`src/rtl/pwmol_pkg.sv`:
```
// Package: constants for the PWM output override and buffered load block
package pwmol_pkg;

   // ==========================================================
   // Sizes
   localparam int          NUM_CH      = 8;
   localparam int          CNT_W       = 16;
   localparam int          ADDR_W      = 8;
   localparam int          DATA_W      = 32;

   // ==========================================================
   // Register byte offsets
   localparam logic [7:0]  OFF_PERIOD  = 8'h00;
   localparam logic [7:0]  OFF_START   = 8'h04;
   localparam logic [7:0]  OFF_CMP0    = 8'h08;
   localparam logic [7:0]  OFF_OVR     = 8'h28;
   localparam logic [7:0]  OFF_LOAD    = 8'h2C;
   localparam logic [7:0]  OFF_SYNC    = 8'h30;
   localparam logic [7:0]  OFF_OVR_ACT = 8'h34;
   localparam logic [7:0]  CMP_STRIDE  = 8'h04;

   // ==========================================================
   // Field positions
   localparam int          OVR_EN_LSB  = 0;
   localparam int          OVR_VAL_LSB = 8;
   localparam int          LOAD_SEL_LSB = 0;
   localparam int          LOAD_EN_BIT = 9;
   localparam int          SYNC_SEL_BIT = 5;

   // ==========================================================
   // Reset values
   localparam logic [15:0] RST_CNT     = 16'h0000;
   localparam logic [7:0]  RST_CH      = 8'h00;
   localparam logic [31:0] RST_WORD    = 32'h0000_0000;

   // ==========================================================
   // AHB encodings
   localparam logic [1:0]  HTRANS_NONSEQ = 2'h2;
   localparam logic        HRESP_OKAY  = 1'b0;

   // Data phase states, one-hot
   typedef enum logic [3:0] {
      PWMOL_ST_IDLE  = 4'h1,
      PWMOL_ST_WRITE = 4'h2,
      PWMOL_ST_RWAIT = 4'h4,
      PWMOL_ST_RDONE = 4'h8
   } pwmol_state_e;

endpackage

```
`src/rtl/pwmol_ahb_front.sv`:
```
// AHB-Lite data phase tracker for all registers of the override and buffered load block
`timescale 1ns/1ps
module pwmol_ahb_front
   import pwmol_pkg::*;
(
   // Clock and reset
   input  wire logic              hclk,
   input  wire logic              hresetn,
   // AHB address phase
   input  wire logic              hsel,
   input  wire logic [1:0]        htrans,
   input  wire logic              hwrite,
   input  wire logic [ADDR_W-1:0] haddr,
   input  wire logic              hready,
   // Register side
   output logic                   hreadyout,
   output logic                   wr_stb,
   output logic                   rd_stb,
   output logic [ADDR_W-1:0]      reg_addr
);

   pwmol_state_e      st_q;
   pwmol_state_e      st_d;
   logic [ADDR_W-1:0] addr_q;
   logic [ADDR_W-1:0] addr_d;
   logic              accept;

   // ==========================================================
   // Next state
   always_comb begin
      accept = hsel && hready && htrans[1];
      addr_d = accept ? haddr : addr_q;
      st_d   = PWMOL_ST_IDLE;
      case (st_q)
         PWMOL_ST_RWAIT: st_d = PWMOL_ST_RDONE;
         PWMOL_ST_IDLE, PWMOL_ST_WRITE, PWMOL_ST_RDONE: begin
            if (accept) begin
               st_d = hwrite ? PWMOL_ST_WRITE : PWMOL_ST_RWAIT;
            end
         end
         default: st_d = PWMOL_ST_IDLE;
      endcase
   end

   always_ff @(posedge hclk or negedge hresetn) begin
      if (!hresetn) begin
         st_q   <= PWMOL_ST_IDLE;
         addr_q <= '0;
      end else begin
         st_q   <= st_d;
         addr_q <= addr_d;
      end
   end

   // Read data captured during the wait cycle
   assign hreadyout = (st_q != PWMOL_ST_RWAIT);
   assign wr_stb    = (st_q == PWMOL_ST_WRITE);
   assign rd_stb    = (st_q == PWMOL_ST_RWAIT);
   assign reg_addr  = addr_q;

endmodule

```
`src/rtl/pwmol_out_stage.sv`:
```
// Final output stage: software override ahead of the generated channel level
`timescale 1ns/1ps
module pwmol_out_stage
   import pwmol_pkg::*;
(
   // Clock and reset
   input  wire logic              hclk,
   input  wire logic              hresetn,
   // Levels in
   input  wire logic [NUM_CH-1:0] chan_gen,
   input  wire logic [NUM_CH-1:0] ovr_en,
   input  wire logic [NUM_CH-1:0] ovr_val,
   // Pins out
   output logic [NUM_CH-1:0]      chan_out
);

   logic [NUM_CH-1:0] out_q;
   logic [NUM_CH-1:0] out_d;

   always_comb begin
      for (int i = 0; i < NUM_CH; i++) begin
         out_d[i] = ovr_en[i] ? ovr_val[i] : chan_gen[i];
      end
   end

   always_ff @(posedge hclk or negedge hresetn) begin
      if (!hresetn) begin
         out_q <= RST_CH;
      end else begin
         out_q <= out_d;
      end
   end

   assign chan_out = out_q;

endmodule

```
`src/rtl/pwmol_top.sv`:
```
// Top: software output override and buffered period/start/compare load
//
// Overview of operation
// - Per-channel override enable bit decides whether software takes over the output.
// - Enabled override with value bit 0 drives the channel low.
// - Enabled override with value bit 1 drives the channel high while enabled.
// - Buffered period, start and compare values copy to active on wrap or match.
// - Channel match is counter equal to that channel's active compare value.
// - Loading happens only while the load enable bit is set.
// - A channel match counts as load point only when its select bit is set.
// - Load register bits 31..10 and 8 read zero and ignore writes.
// - Override register writes are buffered, applied only by its sync event.
// - Sync select bit 0 applies buffer every clock, 1 only on PWM sync.
//
// Our own choices: the AHB-Lite slave port and the placing of the registers.
`timescale 1ns/1ps
module pwmol_top
   import pwmol_pkg::*;
(
   // Clock and reset
   input  wire logic                        hclk,
   input  wire logic                        hresetn,
   // AHB-Lite slave
   input  wire logic                        hsel,
   input  wire logic [1:0]                  htrans,
   input  wire logic                        hwrite,
   input  wire logic [2:0]                  hsize,
   input  wire logic [ADDR_W-1:0]           haddr,
   input  wire logic [DATA_W-1:0]           hwdata,
   input  wire logic                        hready,
   output logic                             hreadyout,
   output logic                             hresp,
   output logic [DATA_W-1:0]                hrdata,
   // Counter and sync events
   input  wire logic [CNT_W-1:0]            cnt_value,
   input  wire logic                        cnt_wrap,
   input  wire logic                        pwm_sync,
   // Channel levels
   input  wire logic [NUM_CH-1:0]           chan_gen,
   output logic [NUM_CH-1:0]                chan_out,
   // Active values
   output logic [CNT_W-1:0]                 period_limit,
   output logic [CNT_W-1:0]                 counter_start_value,
   output logic [NUM_CH-1:0][CNT_W-1:0]     cmp_active,
   output logic                             load_done
);

   // ==========================================================
   // Helper functions

   function automatic logic hit(input logic [ADDR_W-1:0] a, input logic [ADDR_W-1:0] off);
      hit = (a == off);
   endfunction

   function automatic logic [DATA_W-1:0] zext_cnt(input logic [CNT_W-1:0] v);
      zext_cnt = {{(DATA_W-CNT_W){1'b0}}, v};
   endfunction

   // ==========================================================
   // Bus front end

   logic              wr_stb;
   logic              rd_stb;
   logic [ADDR_W-1:0] reg_addr;

   pwmol_ahb_front u_front (
      .hclk      (hclk),
      .hresetn   (hresetn),
      .hsel      (hsel),
      .htrans    (htrans),
      .hwrite    (hwrite),
      .haddr     (haddr),
      .hready    (hready),
      .hreadyout (),
      .wr_stb    (wr_stb),
      .rd_stb    (rd_stb),
      .reg_addr  (reg_addr)
   );

   // ==========================================================
   // Software registers: buffers and control

   logic [CNT_W-1:0]              per_buf_q;
   logic [CNT_W-1:0]              per_buf_d;
   logic [CNT_W-1:0]              start_buf_q;
   logic [CNT_W-1:0]              start_buf_d;
   logic [NUM_CH-1:0][CNT_W-1:0]  cmp_buf_q;
   logic [NUM_CH-1:0][CNT_W-1:0]  cmp_buf_d;
   logic [NUM_CH-1:0]             ovr_en_buf_q;
   logic [NUM_CH-1:0]             ovr_en_buf_d;
   logic [NUM_CH-1:0]             ovr_val_buf_q;
   logic [NUM_CH-1:0]             ovr_val_buf_d;
   logic [NUM_CH-1:0]             sel_q;
   logic [NUM_CH-1:0]             sel_d;
   logic                          load_en_q;
   logic                          load_en_d;
   logic                          sync_sel_q;
   logic                          sync_sel_d;

   always_comb begin
      per_buf_d     = per_buf_q;
      start_buf_d   = start_buf_q;
      cmp_buf_d     = cmp_buf_q;
      ovr_en_buf_d  = ovr_en_buf_q;
      ovr_val_buf_d = ovr_val_buf_q;
      sel_d         = sel_q;
      load_en_d     = load_en_q;
      sync_sel_d    = sync_sel_q;
      if (wr_stb) begin
         if (hit(reg_addr, OFF_PERIOD)) begin
            per_buf_d = hwdata[CNT_W-1:0];
         end
         if (hit(reg_addr, OFF_START)) begin
            start_buf_d = hwdata[CNT_W-1:0];
         end
         for (int i = 0; i < NUM_CH; i++) begin
            if (hit(reg_addr, OFF_CMP0 + CMP_STRIDE * 8'(i))) begin
               cmp_buf_d[i] = hwdata[CNT_W-1:0];
            end
         end
         if (hit(reg_addr, OFF_OVR)) begin
            // Only the buffer takes the write
            ovr_en_buf_d  = hwdata[OVR_EN_LSB +: NUM_CH];
            ovr_val_buf_d = hwdata[OVR_VAL_LSB +: NUM_CH];
         end
         if (hit(reg_addr, OFF_LOAD)) begin
            // Bits 8 and 31..10 are not stored
            sel_d     = hwdata[LOAD_SEL_LSB +: NUM_CH];
            load_en_d = hwdata[LOAD_EN_BIT];
         end
         if (hit(reg_addr, OFF_SYNC)) begin
            sync_sel_d = hwdata[SYNC_SEL_BIT];
         end
      end
   end

   always_ff @(posedge hclk or negedge hresetn) begin
      if (!hresetn) begin
         per_buf_q     <= RST_CNT;
         start_buf_q   <= RST_CNT;
         cmp_buf_q     <= '0;
         ovr_en_buf_q  <= RST_CH;
         ovr_val_buf_q <= RST_CH;
         sel_q         <= RST_CH;
         load_en_q     <= 1'b0;
         sync_sel_q    <= 1'b0;
      end else begin
         per_buf_q     <= per_buf_d;
         start_buf_q   <= start_buf_d;
         cmp_buf_q     <= cmp_buf_d;
         ovr_en_buf_q  <= ovr_en_buf_d;
         ovr_val_buf_q <= ovr_val_buf_d;
         sel_q         <= sel_d;
         load_en_q     <= load_en_d;
         sync_sel_q    <= sync_sel_d;
      end
   end

   // ==========================================================
   // Active override bits

   logic [NUM_CH-1:0] ovr_en_q;
   logic [NUM_CH-1:0] ovr_en_d;
   logic [NUM_CH-1:0] ovr_val_q;
   logic [NUM_CH-1:0] ovr_val_d;
   logic              ovr_xfer;

   always_comb begin
      ovr_xfer  = !sync_sel_q || pwm_sync;
      ovr_en_d  = ovr_xfer ? ovr_en_buf_q : ovr_en_q;
      ovr_val_d = ovr_xfer ? ovr_val_buf_q : ovr_val_q;
   end

   always_ff @(posedge hclk or negedge hresetn) begin
      if (!hresetn) begin
         ovr_en_q  <= RST_CH;
         ovr_val_q <= RST_CH;
      end else begin
         ovr_en_q  <= ovr_en_d;
         ovr_val_q <= ovr_val_d;
      end
   end

   pwmol_out_stage u_out (
      .hclk     (hclk),
      .hresetn  (hresetn),
      .chan_gen (chan_gen),
      .ovr_en   (ovr_en_q),
      .ovr_val  (ovr_val_q),
      .chan_out (chan_out)
   );

   // ==========================================================
   // Match detection and buffered load

   logic [CNT_W-1:0]             per_act_q;
   logic [CNT_W-1:0]             per_act_d;
   logic [CNT_W-1:0]             start_act_q;
   logic [CNT_W-1:0]             start_act_d;
   logic [NUM_CH-1:0][CNT_W-1:0] cmp_act_q;
   logic [NUM_CH-1:0][CNT_W-1:0] cmp_act_d;
   logic [NUM_CH-1:0]            match;
   logic                         load_point;
   logic                         load_fire;
   logic                         load_done_q;
   logic                         load_done_d;

   always_comb begin
      for (int i = 0; i < NUM_CH; i++) begin
         match[i] = (cnt_value == cmp_act_q[i]);
      end
      load_point  = cnt_wrap || |(match & sel_q);
      load_fire   = load_point && load_en_q;
      per_act_d   = load_fire ? per_buf_q : per_act_q;
      start_act_d = load_fire ? start_buf_q : start_act_q;
      cmp_act_d   = load_fire ? cmp_buf_q : cmp_act_q;
      load_done_d = load_fire;
   end

   always_ff @(posedge hclk or negedge hresetn) begin
      if (!hresetn) begin
         per_act_q   <= RST_CNT;
         start_act_q <= RST_CNT;
         cmp_act_q   <= '0;
         load_done_q <= 1'b0;
      end else begin
         per_act_q   <= per_act_d;
         start_act_q <= start_act_d;
         cmp_act_q   <= cmp_act_d;
         load_done_q <= load_done_d;
      end
   end

   // ==========================================================
   // Read path and bus answer

   logic [DATA_W-1:0] rdata_q;
   logic [DATA_W-1:0] rdata_d;
   logic [DATA_W-1:0] rmux;
   logic              ready_q;
   logic              ready_d;

   always_comb begin
      rmux = RST_WORD;
      if (hit(reg_addr, OFF_PERIOD)) begin
         rmux = zext_cnt(per_buf_q);
      end
      if (hit(reg_addr, OFF_START)) begin
         rmux = zext_cnt(start_buf_q);
      end
      for (int i = 0; i < NUM_CH; i++) begin
         if (hit(reg_addr, OFF_CMP0 + CMP_STRIDE * 8'(i))) begin
            rmux = zext_cnt(cmp_buf_q[i]);
         end
      end
      if (hit(reg_addr, OFF_OVR)) begin
         rmux[OVR_EN_LSB +: NUM_CH]  = ovr_en_buf_q;
         rmux[OVR_VAL_LSB +: NUM_CH] = ovr_val_buf_q;
      end
      if (hit(reg_addr, OFF_LOAD)) begin
         rmux[LOAD_SEL_LSB +: NUM_CH] = sel_q;
         rmux[LOAD_EN_BIT]            = load_en_q;
      end
      if (hit(reg_addr, OFF_SYNC)) begin
         rmux[SYNC_SEL_BIT] = sync_sel_q;
      end
      if (hit(reg_addr, OFF_OVR_ACT)) begin
         rmux[OVR_EN_LSB +: NUM_CH]  = ovr_en_q;
         rmux[OVR_VAL_LSB +: NUM_CH] = ovr_val_q;
      end
      rdata_d = rd_stb ? rmux : rdata_q;
      // Mirrors the front end so hreadyout comes from a flop here
      ready_d = !(hsel && hready && htrans[1] && !hwrite);
   end

   always_ff @(posedge hclk or negedge hresetn) begin
      if (!hresetn) begin
         rdata_q <= RST_WORD;
         ready_q <= 1'b1;
      end else begin
         rdata_q <= rdata_d;
         ready_q <= ready_d;
      end
   end

   assign hrdata              = rdata_q;
   assign hreadyout           = ready_q;
   assign hresp               = HRESP_OKAY;
   assign period_limit        = per_act_q;
   assign counter_start_value = start_act_q;
   assign cmp_active          = cmp_act_q;
   assign load_done           = load_done_q;

endmodule

```
`config.mk`:
```
export PLATFORM = sky130hd
export DESIGN_NAME = pwmol_top
export DESIGN_NICKNAME = d
export VERILOG_FILES = /design/src/rtl/pwmol_pkg.sv /design/src/rtl/pwmol_ahb_front.sv /design/src/rtl/pwmol_out_stage.sv /design/src/rtl/pwmol_top.sv
export SDC_FILE = /design/constraint.sdc
export NUM_CORES = 1
export LEC_CHECK = 0
export BUFFER_PORTS_ARGS = -buffer_cell sky130_fd_sc_hd__buf_2
export CAP_MARGIN = 20
export CORE_ASPECT_RATIO = 1.2
export CORE_UTILIZATION = 35
export CTS_CLUSTER_DIAMETER = 80
export DETAILED_ROUTE_END_ITERATION = 16
export SYNTH_ARGS = -nofsm -noshare
export SYNTH_HDL_FRONTEND = slang
export SYNTH_SLANG_ARGS = --single-unit
```
`constraint.sdc`:
```
create_clock -name hclk -period 2.26 [get_ports hclk]
set_clock_uncertainty 0.1 [all_clocks]
set_input_delay 0.113 -clock hclk [delete_from_list [all_inputs] [get_ports hclk]]
set_output_delay 0.113 -clock hclk [all_outputs]
set_load 0.05 [all_outputs]
```
# After elaboration in Yosys (flattened, before gate mapping)
# Cells that the tools add are included.
# totals
ff_bits	416
inputBits	76
out_inout_bits	203
elab_cells	110
# op_classes
n_eq_ne	25
muxes	26
bitwise_logic	1
n_reduce_logical	25
# op_table
cell	n
2-to-1 mux 32 bit	9
== test 16 bit	8
== test 8 x 6 -> 1 bit, second input constant	6
2-to-1 mux 16 bit	3
== test 8 x 5 -> 1 bit, second input constant	4
AND reduction 2 bit	13
== test 8 x 4 -> 1 bit, second input constant	2
2-to-1 mux 1 bit	10
AND 8 bit	1
== test 8 x 3 -> 1 bit, second input constant	1
logical NOT 8 bit	1
2-to-1 mux 8 bit	1
one-hot mux 4 bit (2 select lines)	1
OR reduction 8 bit	1
== test 4 x 1 -> 1 bit, second input constant	1
== test 4 x 2 -> 1 bit, second input constant	1
== test 4 x 3 -> 1 bit, second input constant	1
== test 4 bit, second input constant	1
logical AND 1 bit	4
2-to-1 mux 4 bit	1
logical NOT 1 bit	3
2-to-1 mux 3 bit	1
OR reduction 3 bit	1
logical OR 1 bit	2

# Depth between registers and ports, before layout
# logic_depth
word_depth	15
ltp_mapped	10
depth_no_buf	7

# Modules after synthesis
# Synthesis repeated with hierarchy kept, for this count alone.
# unflattened
hier_cells	1396
area_unflattened_um2	18775.5
# by_module_without_submodules
module	instances	cells_each	area_per_inst_um2	seq_area_each_um2
pwmol_top	1	1348	17972.2	9510.4
pwmol_ahb_front	1	32	483.0	301.5
pwmol_out_stage	1	16	320.3	200.2

# Worst setup path before layout
# Ideal clock, no wire load.
# synth_path
path_kind	reg2reg
start	reg cmp_act_q, in the netlist cmp_active[83]
end	reg cmp_act_q, in the netlist cmp_active[0]
setup_ns	0.125
arrival_ns	2.103
t_required_ns	2.035
slack_ns	-0.069
path_stages_with_launch	10
n_path_buf	2
period_less_slack_ns	2.329
cell_sequence	dfrtp_1 > xnor2_1 > nand4_1 > nor4_1 > a32oi_1 > nand4_1 > o21ai_2 > buf_6 > buf_6 > mux2_4
# synth_via
elab_chain_len	5
# synth_lines
element	line	text
start: declaration	pwmol_top.sv:200	logic [NUM_CH-1:0][CNT_W-1:0] cmp_act_q;
start signal: assignment	pwmol_top.sv:229	cmp_act_q <= cmp_act_d;
== test 16 bit	pwmol_top.sv:210	match[i] = (cnt_value == cmp_act_q[i]);
AND 8 bit	pwmol_top.sv:212	load_point = cnt_wrap || |(match & sel_q);
OR reduction 8 bit	pwmol_top.sv:212	
logical OR 1 bit	pwmol_top.sv:212	
logical AND 1 bit	pwmol_top.sv:213	load_fire = load_point && load_en_q;
# No other way between the ends.
# A chain may end at the register's enable or synchronous reset.

# Final worst setup path
# layout_path
start	reg cmp_act_q, in the netlist cmp_active[51]
end	reg cmp_act_q, in the netlist cmp_active[44]
# The elaborated chain is that of the path after synthesis.

==> results.cfg <==
[sta]
hold_violations = 0
setup_slack_ns = -0.2355
slew_viol_final = 0
final-setup-viol-count = 197
slew_headroom = 0.6127
period_share = 1.104
max_freq_mhz = 400.7
final.min_clock_period_ns = 2.495
tightestPinTransition_ns = 0.5810
rsz0062_at_grt = true

[drt]
routed_via_density = 5.265
final_antenna_net_count = 0
drtIter0Drc = 1039
wl_per_cell_um = 26.55
drc_errors = 0
totalWireLength_mm = 69.33
firstDrtPassIters = 5
vias = 13750

[grt]
busiest_layer = met2
antenna_found_initial = 2
grt_pass1_wl_mm = 98.23
grt_use_met3 = 0.03730
grt_use_total = 0.2478
grt_overflow = 0
grt_max_degree = 101
grt_use_met2 = 0.3992
grt_pass1_vias = 14070
grt_use_met1 = 0.3313

[run]
maxCapViolCount = 0

[die]
dieArea_um2 = 54500
coreArea_um2 = 52720
num_rows = 92
ios = 279
fp.dieH_um = 255.5
start_util = 0.3556
dieWidth_um = 213.3

[hold_path]
hp-class = in -> reg

[placement]
hpwl_mm = 49.85
dp.cells = 2490
port_buffers = 241
place_area_um2 = 22470
gp_congestion = 0.9510

[layout]
drive_gt1_frac = 0.5793
mostFrequentLayoutCell = dfrtp_1
stdcell_count = 2611
postLayoutCellArea_um2 = 25190
area_growth_pct = 34.37
finalCoreUtilization = 0.4779
nNetsFinal = 1950
final_cell_mix = dfrtp_1 (335), mux2_2 (274), buf_2 (240)

[yosys]
synthArstFlopShare = 1.000
synth_edf_count = 0
synth_flop_cell = dfrtp_1
ys_seq_area_frac = 0.5340
yosys_warnings = 0
synthCells = 1397
synth_cell_types = 60
ys_seq_elements = 400
syn_area_um2 = 18750
postSynthAreaPerCell_um2 = 13.42

[cts]
clock_latency_ns = 0.54
clockBufferDepth = 3
clock_sinks = 400
cts.clk_slew.worst_paths_ns = 0.07
root_buffer = clkbuf_16
htreeDepth = 2
cts_made_buffers = 39
tritoncts = yes

[setup_path]
cp.required_ns = 2.58
crit_type = reg -> reg
path_buf_inv = 3
reg2reg_slack_ns = -0.24
cp-start-kind = flop
cpPeakStageDelay_ns = 0.39
crit_path_frequent_cell = nand3_1
worstPathCellList = xnor2_1 -> nand3_1 -> nor4_2 -> buf_4 -> nand3_1 -> nand4_1 -> o21ai_4 -> buf_12 -> clkbuf_16 -> mux2_4
critPathMaxFanout = 12
arrival_ns = 2.81
cp_top_family = simple AND/OR/NAND/NOR gates
end_kind = flop
cpMaxStageDelayCell = dfrtp_1

[power]
p_comb_frac = 0.271
power_mw = 21.86
pwr-share-seq = 0.392
p_clk_frac = 0.337
p_sw_mw = 7.223
power_density_nw_per_um2 = 867.8
internal_power_mw = 14.64
peakVddDrop_uv = 434.2
leakagePower_nw = 11.29
swShare = 0.3303

[run_status]
violations = negative setup slack
status = finished, violations left
## flip-flops by register name, summed over array words and instances, names as in the netlist, 4 cells and up
name	count
ovr_en_q	8
period_limit	16
u_front.st_q	4
u_out.chan_out	8
counter_start_value	16
cmp_active	128
per_buf_q	16
start_buf_q	16
sel_q	8
ovr_val_q	8
cmp_buf_q	128
hrdata	16
ovr_val_buf_q	8
ovr_en_buf_q	8
u_front.reg_addr	8
## cell type report
type | instances | area (um2)
well taps | 705 | 882.1
diodes | 2 | 5.005
multi-input cells | 897 | 8563
clock buffers | 52 | 1127
inverters | 2 | 7.507
clock inverters | 19 | 311.5
flip-flops and latches | 400 | 10090
repair buffers | 534 | 4207
fillers | 4780 | 27530
## layer usage
layer,vias up,part of all wire
met4,0,0.044
met5,-,0
li1,5998,-
met1,7115,0.42
met2,509,0.48
met3,126,0.059
## worst paths after layout
check / from / end / depth (start not counted)
worst max-delay path: cmp_active[51] / cmp_active[44] / 10
worst min-delay path: hwdata[8] / cmp_buf_q[8] / 2
worst max register to register: cmp_active[51] / cmp_active[44] / 10
worst min register to register: hrdata[9] / hrdata[9] / 2
max in group asynchronous: hresetn / cmp_active[5] / 4
min in group asynchronous: hresetn / cmp_buf_q[14] / 3
## repair_timing
action / 4_1_cts / 5_1_grt
endpoints found under the hold margin: 401 / 0
endpoints found under the setup margin: 234 / 289
buffers inserted: 1 / 12
gates resized for setup: 47 / 83
pin swaps: 11 / 25
hold buffers: 20 / 0
gates cloned: 3 / 14
## synthesized netlist by cell type (10+ instances only)
| master | instances | area share |
|---|---|---|
| dfrtp_1 | 398 | 0.53 |
| mux2_2 | 279 | 0.17 |
| xnor2_1 | 128 | 0.060 |
| mux2_4 | 89 | 0.071 |
| a21oi_1 | 54 | 0.014 |
| nand2_1 | 40 | 0.0080 |
| buf_4 | 37 | 0.015 |
| clkbuf_1 | 35 | 0.0070 |
| buf_2 | 30 | 0.0080 |
| nand4_1 | 27 | 0.0090 |
| o21ai_0 | 27 | 0.0072 |
| o22ai_1 | 23 | 0.0077 |
| a22oi_1 | 21 | 0.0084 |
| nand3_1 | 19 | 0.0051 |
| nor2_1 | 14 | 0.0028 |
| nor3_1 | 13 | 0.0035 |
| buf_6 | 11 | 0.0066 |
| mux2i_1 | 11 | 0.0059 |
| nand2b_1 | 11 | 0.0037 |
| mux2_1 | 10 | 0.0060 |
| nor4_1 | 10 | 0.0033 |
## logic make-up after synthesis
family	share of synthesized area
flip-flops	0.5340
multiplexers	0.2507
AO/OA/AOI/OAI	0.06373
AND/OR/NAND/NOR	0.05392
XOR/XNOR	0.05979
buffers and inverters	0.03764
other	0.0002000
## through the flow
stage	setup TNS, ns	worst slack [ns]	hold slack (ns)
2_1_floorplan	0	0.0003613	-0.2826
3_3_place_gp	-84.47	-0.5295	-0.1236
3_5_place_dp	-88.72	-0.5482	-0.1223
4_1_cts	-31.02	-0.2154	0.01946
5_1_grt	-46.49	-0.2883	0.03994
6_report	-32.88	-0.2355	0.04668
## power by group through the flow
stage               registers, mW  logic, mW  clock network [mW]
finish                       8.58       5.92                7.37
global route                 8.65       6.20                7.73
CTS                          8.55       5.74                7.46
detailed placement           8.66       5.62                   0
global placement             8.64       5.56                   0
floorplan                    10.2       1.80                   0
(Power assumes the default switching activity.)
